$ cat src/sgm_pkg.sv
package sgm_pkg;

    // ------------------------------------------------------------------
    // Register map (word offsets of the plain register port)
    // ------------------------------------------------------------------
    localparam logic [1:0]  ADDR_CONTROL    = 2'h0;
    localparam logic [1:0]  ADDR_SOURCE     = 2'h1;
    localparam logic [1:0]  ADDR_CARRIER    = 2'h2;
    localparam logic [1:0]  ADDR_STATUS     = 2'h3;

    // ------------------------------------------------------------------
    // Field positions
    // ------------------------------------------------------------------
    localparam int CTL_ON_BIT       = 15;
    localparam int CTL_IDLE_BIT     = 13;
    localparam int CTL_PIN_ON_BIT   = 6;
    localparam int CTL_SLEW_BIT     = 5;
    localparam int CTL_INVERT_BIT   = 4;
    localparam int CTL_MANUAL_BIT   = 0;
    localparam int SRC_DRIVE_OFF_BIT = 7;
    localparam int CAR_HI_LSB       = 8;
    localparam int CAR_DRIVE_OFF_OFS = 7;
    localparam int CAR_INVERT_OFS   = 6;
    localparam int CAR_WAIT_OFS     = 5;

    // ------------------------------------------------------------------
    // Reset values and writable masks
    // ------------------------------------------------------------------
    localparam logic [15:0] CONTROL_RESET   = 16'h0020;
    localparam logic [15:0] CONTROL_MASK    = 16'hA071;
    localparam logic [15:0] SOURCE_MASK     = 16'h008F;
    localparam logic [15:0] CARRIER_RESET   = 16'h0000;
    localparam logic [15:0] CARRIER_MASK    = 16'hEFEF;

    // ------------------------------------------------------------------
    // Source codes
    // ------------------------------------------------------------------
    localparam logic [3:0]  MOD_MANUAL      = 4'h0;
    localparam logic [3:0]  MOD_PIN         = 4'h1;
    localparam logic [3:0]  MOD_SERIAL1     = 4'h2;
    localparam logic [3:0]  MOD_SERIAL2     = 4'h3;
    localparam logic [3:0]  MOD_SERIAL3     = 4'hE;
    localparam logic [3:0]  MOD_NONE        = 4'hF;
    localparam logic [3:0]  CAR_GROUND      = 4'h0;
    localparam logic [3:0]  CAR_PIN1        = 4'h1;
    localparam logic [3:0]  CAR_PIN2        = 4'h2;
    localparam logic [3:0]  CAR_CMP_FIRST   = 4'h3;
    localparam logic [3:0]  CAR_CMP_LAST    = 4'h8;

    localparam int FIFO_DEPTH = 4;

    typedef enum logic [1:0] {
        SGM_HIGH     = 2'b00,
        SGM_WAIT_LOW = 2'b01,
        SGM_LOW      = 2'b11,
        SGM_WAIT_HI  = 2'b10
    } sgm_state_e;

endpackage

$ cat src/sgm_stream_if.sv
`timescale 1ns/10ps
// Bit stream between the sampler and the FIFO.
interface sgm_stream_if #(parameter int WIDTH = 4);
    logic [WIDTH-1:0] data;
    logic             valid;
    logic             ready;
    modport source (output data, output valid, input ready);
    modport sink   (input data, input valid, output ready);
endinterface

$ cat src/sgm_fifo.sv
`timescale 1ns/10ps
module sgm_fifo #(
    parameter int WIDTH = 4,
    parameter int DEPTH = 4
) (
    input  wire logic             clock_i,
    input  wire logic             reset_n_i,
    sgm_stream_if.sink            in_if,
    output logic [WIDTH-1:0]      out_data_o,
    output logic                  out_valid_o,
    input  wire logic             out_ready_i
);
    localparam int AW = $clog2(DEPTH);

    typedef struct packed {
        logic [DEPTH-1:0][WIDTH-1:0] mem;
        logic [AW-1:0]               rd;
        logic [AW-1:0]               wr;
        logic [AW:0]                 cnt;
    } sgm_fifo_s;

    sgm_fifo_s st_q;
    sgm_fifo_s st_d;
    logic      push;
    logic      pop;

    // ------------------------------------------------------------------
    // Handshakes
    // ------------------------------------------------------------------
    // Full and empty come straight from the count, so no slot is wasted.
    assign in_if.ready = (st_q.cnt != (AW+1)'(DEPTH));
    assign out_valid_o = (st_q.cnt != '0);
    assign out_data_o  = st_q.mem[st_q.rd];
    assign push        = in_if.valid && in_if.ready;
    assign pop         = out_valid_o && out_ready_i;

    // Next state of pointers, count and storage.
    always_comb begin
        st_d = st_q;
        if (push) begin
            st_d.mem[st_q.wr] = in_if.data;
            st_d.wr = (st_q.wr == AW'(DEPTH-1)) ? '0 : st_q.wr + 1'b1;
        end
        if (pop) begin
            st_d.rd = (st_q.rd == AW'(DEPTH-1)) ? '0 : st_q.rd + 1'b1;
        end
        st_d.cnt = st_q.cnt + (AW+1)'(push) - (AW+1)'(pop);
    end

    // Storage clears with the pointers, so no stale sample can leak out after reset.
    always_ff @(posedge clock_i) begin
        if (!reset_n_i) begin
            st_q <= '0;
        end else begin
            st_q <= st_d;
        end
    end
endmodule

$ cat src/sgm_top.sv
// Our own choices: the address-and-strobe port and the address map.
`timescale 1ns/10ps
module sgm_top #(
    parameter int FIFO_DEPTH = sgm_pkg::FIFO_DEPTH
) (
    input  wire logic        clock_i,
    input  wire logic        reset_n_i,
    input  wire logic        idle_i,
    input  wire logic [1:0]  reg_addr_i,
    input  wire logic [15:0] reg_wdata_i,
    input  wire logic        reg_write_i,
    input  wire logic        reg_read_i,
    output logic [15:0]      reg_rdata_o,
    input  wire logic        external_modulator_pin_i,
    input  wire logic        carrier_input_pin_1_i,
    input  wire logic        carrier_input_pin_2_i,
    input  wire logic [2:0]  serial_out_i,
    input  wire logic [3:0]  uart_tx_i,
    input  wire logic [5:0]  compare_out_i,
    output logic             modulated_output_pin_o,
    output logic             modulated_output_oe_o,
    output logic             output_slew_limit_o,
    output logic             source_pin_drive_off_o,
    output logic             high_carrier_pin_drive_off_o,
    output logic             low_carrier_pin_drive_off_o
);
    typedef struct packed {
        logic [2:0]           pin_sync;
        logic [2:0]           pin_sync2;
        logic [15:0]          control;
        logic [15:0]          source;
        logic [15:0]          carrier;
        logic                 src_loaded;
        sgm_pkg::sgm_state_e  state;
        logic                 hi_prev;
        logic                 lo_prev;
        logic                 out;
        logic [15:0]          rdata;
    } sgm_top_s;

    sgm_top_s st_q;
    sgm_top_s st_d;

    sgm_stream_if #(.WIDTH(4)) samp_if ();
    logic [3:0] fifo_data;
    logic       fifo_valid;
    logic       running;

    // ------------------------------------------------------------------
    // Source selection
    // ------------------------------------------------------------------
    function automatic logic carrier_pick(input logic [3:0] code, input logic [2:0] pins,
                                          input logic [5:0] cmp);
        logic r;
        r = 1'b0;
        if (code == sgm_pkg::CAR_PIN1) begin
            r = pins[1];
        end else if (code == sgm_pkg::CAR_PIN2) begin
            r = pins[2];
        end else if (code >= sgm_pkg::CAR_CMP_FIRST && code <= sgm_pkg::CAR_CMP_LAST) begin
            r = cmp[3'(code - sgm_pkg::CAR_CMP_FIRST)];
        end
        return r;
    endfunction

    logic mod_raw;
    logic hi_car;
    logic lo_car;

    // Modulator source decode; the FIFO aligns all three picks in time.
    always_comb begin
        mod_raw = 1'b0;
        unique case (st_q.source[3:0])
            sgm_pkg::MOD_MANUAL:  mod_raw = st_q.control[sgm_pkg::CTL_MANUAL_BIT];
            sgm_pkg::MOD_PIN:     mod_raw = st_q.pin_sync2[0];
            sgm_pkg::MOD_SERIAL1: mod_raw = serial_out_i[0];
            sgm_pkg::MOD_SERIAL2: mod_raw = serial_out_i[1];
            sgm_pkg::MOD_SERIAL3: mod_raw = serial_out_i[2];
            sgm_pkg::MOD_NONE:    mod_raw = 1'b0;
            4'h4, 4'h5, 4'h6, 4'h7: mod_raw = uart_tx_i[st_q.source[1:0]];
            default:              mod_raw = compare_out_i[3'(st_q.source[3:0] - 4'h8)];
        endcase
        hi_car = carrier_pick(st_q.carrier[sgm_pkg::CAR_HI_LSB +: 4], st_q.pin_sync2, compare_out_i)
                 ^ st_q.carrier[sgm_pkg::CAR_HI_LSB + sgm_pkg::CAR_INVERT_OFS];
        lo_car = carrier_pick(st_q.carrier[3:0], st_q.pin_sync2, compare_out_i)
                 ^ st_q.carrier[sgm_pkg::CAR_INVERT_OFS];
    end

    // ------------------------------------------------------------------
    // Sample FIFO
    // ------------------------------------------------------------------
    // Samples {lo, hi, mod, 1} enter every running cycle; drained at once, so
    // latency is one cycle, but a stalled source simply drops nothing.
    assign running       = st_q.control[sgm_pkg::CTL_ON_BIT]
                           && !(idle_i && st_q.control[sgm_pkg::CTL_IDLE_BIT]);
    assign samp_if.data  = {lo_car, hi_car, mod_raw, 1'b1};
    assign samp_if.valid = running;

    sgm_fifo #(.WIDTH(4), .DEPTH(FIFO_DEPTH)) u_fifo (
        .clock_i     (clock_i),
        .reset_n_i   (reset_n_i),
        .in_if       (samp_if),
        .out_data_o  (fifo_data),
        .out_valid_o (fifo_valid),
        .out_ready_i (1'b1)
    );

    // ------------------------------------------------------------------
    // Switching state machine and registers
    // ------------------------------------------------------------------
    logic s_mod;
    logic s_hi;
    logic s_lo;
    logic hi_fall;
    logic lo_fall;
    logic car_out;
    assign s_mod   = fifo_data[1];
    assign s_hi    = fifo_data[2];
    assign s_lo    = fifo_data[3];
    assign hi_fall = st_q.hi_prev && !s_hi;
    assign lo_fall = st_q.lo_prev && !s_lo;

    always_comb begin
        st_d      = st_q;
        car_out   = 1'b0;
        // Two flops on each external pin; only the second stage is read.
        st_d.pin_sync  = {carrier_input_pin_2_i, carrier_input_pin_1_i, external_modulator_pin_i};
        st_d.pin_sync2 = st_q.pin_sync;
        if (fifo_valid) begin
            st_d.hi_prev = s_hi;
            st_d.lo_prev = s_lo;
            unique case (st_q.state)
                sgm_pkg::SGM_HIGH: begin
                    if (!s_mod) begin
                        st_d.state = st_q.carrier[sgm_pkg::CAR_HI_LSB + sgm_pkg::CAR_WAIT_OFS] && !hi_fall
                                   ? sgm_pkg::SGM_WAIT_LOW : sgm_pkg::SGM_LOW;
                    end
                end
                sgm_pkg::SGM_WAIT_LOW: begin
                    if (!s_mod && hi_fall) st_d.state = sgm_pkg::SGM_LOW;
                    else if (s_mod) st_d.state = sgm_pkg::SGM_HIGH;
                end
                sgm_pkg::SGM_LOW: begin
                    if (s_mod) begin
                        st_d.state = st_q.carrier[sgm_pkg::CAR_WAIT_OFS] && !lo_fall
                                   ? sgm_pkg::SGM_WAIT_HI : sgm_pkg::SGM_HIGH;
                    end
                end
                sgm_pkg::SGM_WAIT_HI: begin
                    if (s_mod && lo_fall) st_d.state = sgm_pkg::SGM_HIGH;
                    else if (!s_mod) st_d.state = sgm_pkg::SGM_LOW;
                end
            endcase
            car_out = (st_d.state == sgm_pkg::SGM_HIGH || st_d.state == sgm_pkg::SGM_WAIT_LOW)
                      ? (s_hi & s_mod) | (s_hi & (st_d.state == sgm_pkg::SGM_WAIT_LOW))
                      : (s_lo & ~s_mod) | (s_lo & (st_d.state == sgm_pkg::SGM_WAIT_HI));
        end
        st_d.out = (running && fifo_valid ? car_out : 1'b0) ^ st_q.control[sgm_pkg::CTL_INVERT_BIT];

        // Register writes; unmapped addresses are ignored.
        if (reg_write_i) begin
            unique case (reg_addr_i)
                sgm_pkg::ADDR_CONTROL: st_d.control = reg_wdata_i & sgm_pkg::CONTROL_MASK;
                sgm_pkg::ADDR_SOURCE: begin
                    st_d.source     = reg_wdata_i & sgm_pkg::SOURCE_MASK;
                    st_d.src_loaded = 1'b1;
                end
                sgm_pkg::ADDR_CARRIER: st_d.carrier = reg_wdata_i & sgm_pkg::CARRIER_MASK;
                default: ;
            endcase
        end
        st_d.rdata = '0;
        if (reg_read_i) begin
            unique case (reg_addr_i)
                sgm_pkg::ADDR_CONTROL: st_d.rdata = st_q.control;
                sgm_pkg::ADDR_SOURCE:  st_d.rdata = st_q.source;
                sgm_pkg::ADDR_CARRIER: st_d.rdata = st_q.carrier;
                default: st_d.rdata = {13'h0000, st_q.state, st_q.out};
            endcase
        end
    end

    // The source register is left out of reset so its setting survives it.
    always_ff @(posedge clock_i) begin
        if (!reset_n_i) begin
            st_q.pin_sync   <= '0;
            st_q.pin_sync2  <= '0;
            st_q.control    <= sgm_pkg::CONTROL_RESET;
            st_q.carrier    <= sgm_pkg::CARRIER_RESET;
            st_q.src_loaded <= st_q.src_loaded;
            st_q.state      <= sgm_pkg::SGM_HIGH;
            st_q.hi_prev    <= 1'b0;
            st_q.lo_prev    <= 1'b0;
            st_q.out        <= 1'b0;
            st_q.rdata      <= '0;
            st_q.source     <= st_q.source;
        end else begin
            st_q <= st_d;
        end
    end

    // ------------------------------------------------------------------
    // Outputs
    // ------------------------------------------------------------------
    // drive output pin
    assign modulated_output_pin_o       = st_q.out;
    assign modulated_output_oe_o        = ~st_q.control[sgm_pkg::CTL_PIN_ON_BIT];
    assign output_slew_limit_o          = st_q.control[sgm_pkg::CTL_SLEW_BIT];
    assign source_pin_drive_off_o       = st_q.source[sgm_pkg::SRC_DRIVE_OFF_BIT];
    assign high_carrier_pin_drive_off_o = st_q.carrier[sgm_pkg::CAR_HI_LSB + sgm_pkg::CAR_DRIVE_OFF_OFS];
    assign low_carrier_pin_drive_off_o  = st_q.carrier[sgm_pkg::CAR_DRIVE_OFF_OFS];
    assign reg_rdata_o                  = st_q.rdata;
endmodule
$ cat config.mk
export PLATFORM = sky130hd
export DESIGN_NAME = sgm_top
export DESIGN_NICKNAME = d
export VERILOG_FILES = /design/src/sgm_pkg.sv /design/src/sgm_stream_if.sv /design/src/sgm_fifo.sv /design/src/sgm_top.sv
export SDC_FILE = /design/constraint.sdc
export NUM_CORES = 1
export LEC_CHECK = 0
export BUFFER_PORTS_ARGS = -buffer_cell sky130_fd_sc_hd__buf_2
export CORE_ASPECT_RATIO = 1.75
export CORE_MARGIN = 5
export CORE_UTILIZATION = 45
export DETAILED_ROUTE_END_ITERATION = 7
export PLACE_DENSITY = 0.65
export SKIP_CTS_REPAIR_TIMING = 1
export SYNTH_ARGS = -nofsm -noshare
export SYNTH_HDL_FRONTEND = slang
export SYNTH_SLANG_ARGS = --single-unit
$ cat constraint.sdc
create_clock -name clock_i -period 2.2 [get_ports clock_i]
set_clock_uncertainty 0.2 [all_clocks]
set_input_delay 0.22 -clock clock_i [delete_from_list [all_inputs] [get_ports clock_i]]
set_output_delay 0.22 -clock clock_i [all_outputs]
set_load 0.01 [all_outputs]
# After elaboration in Yosys (flattened, before gate mapping)
# Cells that the tools add are included.
[classes]
add_sub_neg = 7
n_lt_le_gt_ge = 11
eq_ne = 23
mux = 36
bitwise_logic = 11
n_reduce_logical = 30
[ops]
columns = ["cell", "n"]
rows = [
  ["$pmux 16 s3", 1],
  ["$mux 2", 11],
  ["$bwmux 16", 1],
  ["$eq 4x2->1 const B", 4],
  ["$eq 4x3->1 const B", 4],
  ["$logic_and 1x1->1", 13],
  ["$mux 1", 13],
  ["$eq 2x2->1 const B", 6],
  ["$eq 4x1->1 const B", 3],
  ["$lt 3x4->1 const B", 3],
  ["$bmux 1 s3", 3],
  ["$lt 2x3->1 const B", 3],
  ["$bmux 4 s2", 1],
  ["$demux 4 s2", 1],
  ["$eq 4x4->1 const B", 2],
  ["$ge 4x2->1 const B", 2],
  ["$le 4x4->1 const B", 2],
  ["$mux 4", 2],
  ["$pmux 2 s4", 1],
  ["$pmux 1 s7", 1],
  ["$eq 2x1->1 const B", 3],
  ["$logic_not 1->1", 6],
  ["$logic_not 2->1", 3],
  ["$reduce_and 2->1", 3],
  ["other kinds (17)", 26],
]
[word_totals]
reg_bits = 75
output_inout_bits = 22
word_cells = 135

# Depth between registers and ports, before layout
[depth]
word_depth = 17
mapped_depth = 10
mapped_depth_nobuf = 10

# Hierarchy
# From an unflattened synthesis, not the netlist that was laid out.
[unflattened]
hier_cells = 365
area_unflattened_um2 = 3601.0
[by_module_without_submodules]
columns = ["mod", "n_inst", "cells_per_inst", "area_per_inst_um2"]
rows = [
  ["sgm_top", 1, 252, 2436.1],
  ["sgm_fifo", 1, 113, 1164.9],
]

# Least setup slack after synthesis
# OpenSTA, ideal clock, no wires.
[synth_path]
kind = "reg2reg"
start = "register u_fifo.st_q[0] (netlist bit)"
end = "register u_fifo.st_q[2] (netlist bit)"
setup_time_ps = 115
t_arrival_ps = 2132
required_time_ps = 1885
slack_ps = -247
path_stages_with_launch = 11
n_path_buf = 0
synth_period_minus_slack_ps = 2447
cell_sequence = "dfxtp_1 nor3_4 clkinv_1 ha_1 inv_1 ha_1 inv_1 fa_1 xnor2_1 xnor2_1 and2_1"
[synth_between]
elab_chain_len = 4
[synth_lines]
columns = ["item", "line", "source"]
rows = [
  ["start: declaration", "sgm_fifo.sv:22", "sgm_fifo_s st_q;"],
  ["start signal: assignment", "sgm_fifo.sv:55", "st_q <= st_d;"],
  ["$ne 3x3->1", "sgm_fifo.sv:31", "assign in_if.ready = (st_q.cnt != (AW+1)'(DEPTH));"],
  ["$logic_and 1x1->1", "sgm_fifo.sv:34", "assign push = in_if.valid && in_if.ready;"],
  ["$add 3x1->3", "sgm_fifo.sv:47", "st_d.cnt = st_q.cnt + (AW+1)'(push) - (AW+1)'(pop);"],
  ["$sub 3x1->3 *", "sgm_fifo.sv:47", ""],
]
# Mark *: on every way between the ends. The rest lies on a longest branch, timed or not.
# A chain may end at the register's enable or synchronous reset.

# Worst setup path in the final report
[layout_path]
start = "register u_fifo.st_q[1] (netlist bit)"
end = "register u_fifo.st_q[2] (netlist bit)"
# The elaborated chain is that of the path after synthesis.

==> flow_metrics.tcl <==
set metrics [dict create \
    status "finished with violations" \
    violations "hold timing" \
    r2r-end "u_fifo.st_q[2]" \
    critical_path_end "u_fifo.st_q[2]" \
    path_cells "nor3_4 -> clkinv_2 -> ha_4 -> inv_2 -> ha_4 -> inv_2 -> fa_2 -> xnor2_2 -> xnor2_1 -> and2_1" \
    placed_cells_incl_taps 496 \
    layoutNonFillerInstCount 531 \
    final_layout_size_suffix_gt1_frac 0.280 \
    multi_input_comb_area_mm2 0.00184 \
    root_buffer "sky130_fd_sc_hd__clkbuf_16" \
    htree_num_levels 3 \
    clkSlewWorstSetupHoldPaths_ns 0.06 \
    vias 2769 \
    timing.critical_path.slowest_cell_delay_ns 0.36 \
    route.detailed.vias_per_inst 5.21 \
    layout_commonest_cell "sky130_fd_sc_hd__dfxtp_1" \
    drt_first_pass_iters 4 \
    finalHoldViolations 1 \
    worstSetupStartpointType "flop" \
    postSynthRegisterBits 70 \
    layout.filler_cells 685 \
    floorplan.rows 42 \
    critical-path-slowest-cell "sky130_fd_sc_hd__dfxtp_4" \
    drv_slew 0 \
    mostFrequentLayoutCells "sky130_fd_sc_hd__dfxtp_1 (62), sky130_fd_sc_hd__nand2_1 (58), sky130_fd_sc_hd__buf_2 (58)" \
    grt_setup_unrepaired "yes" \
    path_buf_inv 3 \
    synth.largest_area_cell "sky130_fd_sc_hd__dfxtp_1" \
    final_period_minus_worst_setup_slack_ns 2.18 \
    finalNetCount 493 \
    worstSetupEndpointType "flop" \
    gr-usage-all-layers 0.166 \
    min_from "reg_wdata_i[9]" \
    floorplan.initialDensity 0.459 \
    detailed_place_hpwl_um 6000 \
    seq_area_frac_synth 0.418 \
    maxCapViolations 0 \
    timing.final.setup_violations 0 \
    rrSetupSlack_ns 0.02 \
    ir_worst_vdd_uv 504 \
    max_slew_margin 0.638 \
    floorplan.io_pins 61 \
    worstPathRequired_ns 2.22 \
    drt.antenna.violating_nets 0 \
    tritoncts "yes" \
    avgRoutedWirePerCell_um 15.1 \
    cts.sink_count 70 \
    async_flop_share 0 \
    grt-ovfl-total 0 \
    crit_start "u_fifo.st_q[1]" \
    worst_hold_path_type "input port to flop" \
    fmax_ghz 0.458 \
    mappedNetlistNets 415 \
    core_area_mm2 0.00757 \
    crit-reg2reg-launch "u_fifo.st_q[1]" \
    count_of_flip_flops_with_a_built_in_enable_after_synthesis 5 \
    cellLeakagePower_nw 1.81 \
    number_of_cells_produced_by_synthesis 360 \
    final_min_period_over_clock_period 0.991 \
    fin_tns_setup_ns 0 \
    timing.critical_path.max_delay_family "adder cells" \
    yosys_warnings 0 \
    cp_num_cells 10 \
    dr.first_iter.drc_count 131 \
    drt_drc_violations_left 0 \
    number_of_global_route_vias_before_repair 2738 \
    smallest_hold_slack_ns -0.0242 \
    yosys_most_used_dff "sky130_fd_sc_hd__dfxtp_1" \
    gpl.final_weighted_congestion 0.856 \
    netlist.area_leader.share 0.375 \
    grt_start_max_net_pins 54 \
    die_width_um 76.4 \
    timing.critical_path.fanout_max 3 \
    cts_buffers 9 \
    syn-mean-instance-area_um2 9.65 \
    fp.dieH_um 126 \
    grt_antenna_before_repair 0 \
    clock_path_buffers 2 \
    diodes 0 \
    floorplan.die_area_mm2 0.00965 \
    synth_top_cells_by_area "sky130_fd_sc_hd__dfxtp_1 (37%), sky130_fd_sc_hd__nand2_1 (6.3%), sky130_fd_sc_hd__ha_1 (5.4%)" \
    postRouteWirelength_um 8040 \
    worst_setup_path_type "flop to flop" \
    ff_latch_area_mm2 0.00146 \
    ff2ff_path_depth 10 \
    netlist-cell-type-count 46 \
    clk_latency_ns 0.33 \
    grt_pass1_wl_um 13000 \
    syn2layout_area_growth_pct 26.4 \
    powerDensity_mw_per_mm2 844 \
    synthesis.area_mm2 0.00347 \
    placement.io_buffers 58 \
    measured_slew_at_the_worst_slew_check_pin_ns 0.542 \
    critical_path_arrival_ns 2.20 \
]
==> worst reg2reg max path, cell delays in order (launching register included) <==
cell and delay (ns):
sky130_fd_sc_hd__dfxtp_4 0.36, sky130_fd_sc_hd__nor3_4 0.21, sky130_fd_sc_hd__clkinv_2 0.10, sky130_fd_sc_hd__ha_4 0.22, sky130_fd_sc_hd__inv_2 0.06, sky130_fd_sc_hd__ha_4 0.12, sky130_fd_sc_hd__inv_2 0.04, sky130_fd_sc_hd__fa_2 0.36
sky130_fd_sc_hd__xnor2_2 0.15, sky130_fd_sc_hd__xnor2_1 0.12, sky130_fd_sc_hd__and2_1 0.15
==> flip-flops by register name (all words and copies together), names as in the netlist <==
| register | cells |
|---|---|
| low_carrier_pin_drive_off_o | 1 |
| reg_rdata_o | 15 |
| source_pin_drive_off_o | 1 |
| st_q | 28 |
| output_slew_limit_o | 1 |
| st_d | 3 |
| high_carrier_pin_drive_off_o | 1 |
| modulated_output_pin_o | 1 |
| u_fifo.st_q | 19 |
==> cells in the mapped netlist, drive strengths merged (5+ instances only) <==
cell / n
nand2b: 5
ha: 15
mux2i: 14
inv: 16
nor2: 19
o311ai: 8
nand3: 19
dfxtp: 65
nor3b: 5
xnor2: 6
nor2b: 12
edfxtp: 5
mux4: 9
clkbuf: 7
and3: 6
a21boi: 19
and2: 11
buf: 20
nand2: 58
==> stage by stage <==
step | power [W] | utilization | setup WS, ns | area (µm²)
finish | 0.00371 | 0.580 | 0.0188 | 4390
global route | 0.00389 | 0.580 | -0.0781 | 4390
CTS | 0.00364 | 0.550 | 0.00985 | 4160
detailed placement | 0.00218 | 0.510 | 0.0295 | 3860
global placement | 0.00215 | 0.510 | 0.0688 | 3860
floorplan | 0.00195 | - | -0.101 | 3490
==> worst min path at each step <==
| stage | endpoint | depth (start not counted) | slack [ns] |
|---|---|---|---|
| 2_1_floorplan | source_pin_drive_off_o | 0 | 0.12 |
| 3_3_place_gp | source_pin_drive_off_o | 1 | 0.22 |
| 3_5_place_dp | st_q[71] | 1 | 0.22 |
| 4_1_cts | source_pin_drive_off_o | 1 | -0.12 |
| 5_1_grt | st_q[31] | 3 | -0.002 |
| 6_report | st_q[31] | 3 | -0.02 |
==> routing by layer <==
layer	global-route usage	share of wire
met3	0.0414	0.033
met5	0	0
met1	0.165	0.38
met2	0.318	0.56
met4	0.0721	0.026
==> power breakdown <==
part           leakage [nW]  switching [W]  internal, W
Clock                 0.150       0.000514     0.000940
Combinational          1.08       0.000354     0.000415
Sequential            0.575       0.000107      0.00138
==> logic make-up (layout without fill, tap and decap cells) <==
family / Yosys count / count (layout) / share of synthesized area
simple gates: 149 / 149 / 0.216
flops: 70 / 70 / 0.418
compound gates: 47 / 47 / 0.107
buf+inv: 44 / 127 / 0.0681
mux: 27 / 27 / 0.116
fa+ha+maj: 16 / 16 / 0.0598
xor+xnor: 6 / 6 / 0.0151
other cells: 1 / 1 / 0.00108
==> final cells by class <==
cell class / count / area share
Clock inverter: 3 / 0.00997
Multi-Input combinational cell: 246 / 0.418
Sequential cell: 70 / 0.332
Tap cell: 88 / 0.0251
Inverter: 17 / 0.0148
Timing Repair Buffer: 94 / 0.141
Clock buffer: 13 / 0.0593
(Power assumes the default switching activity.)
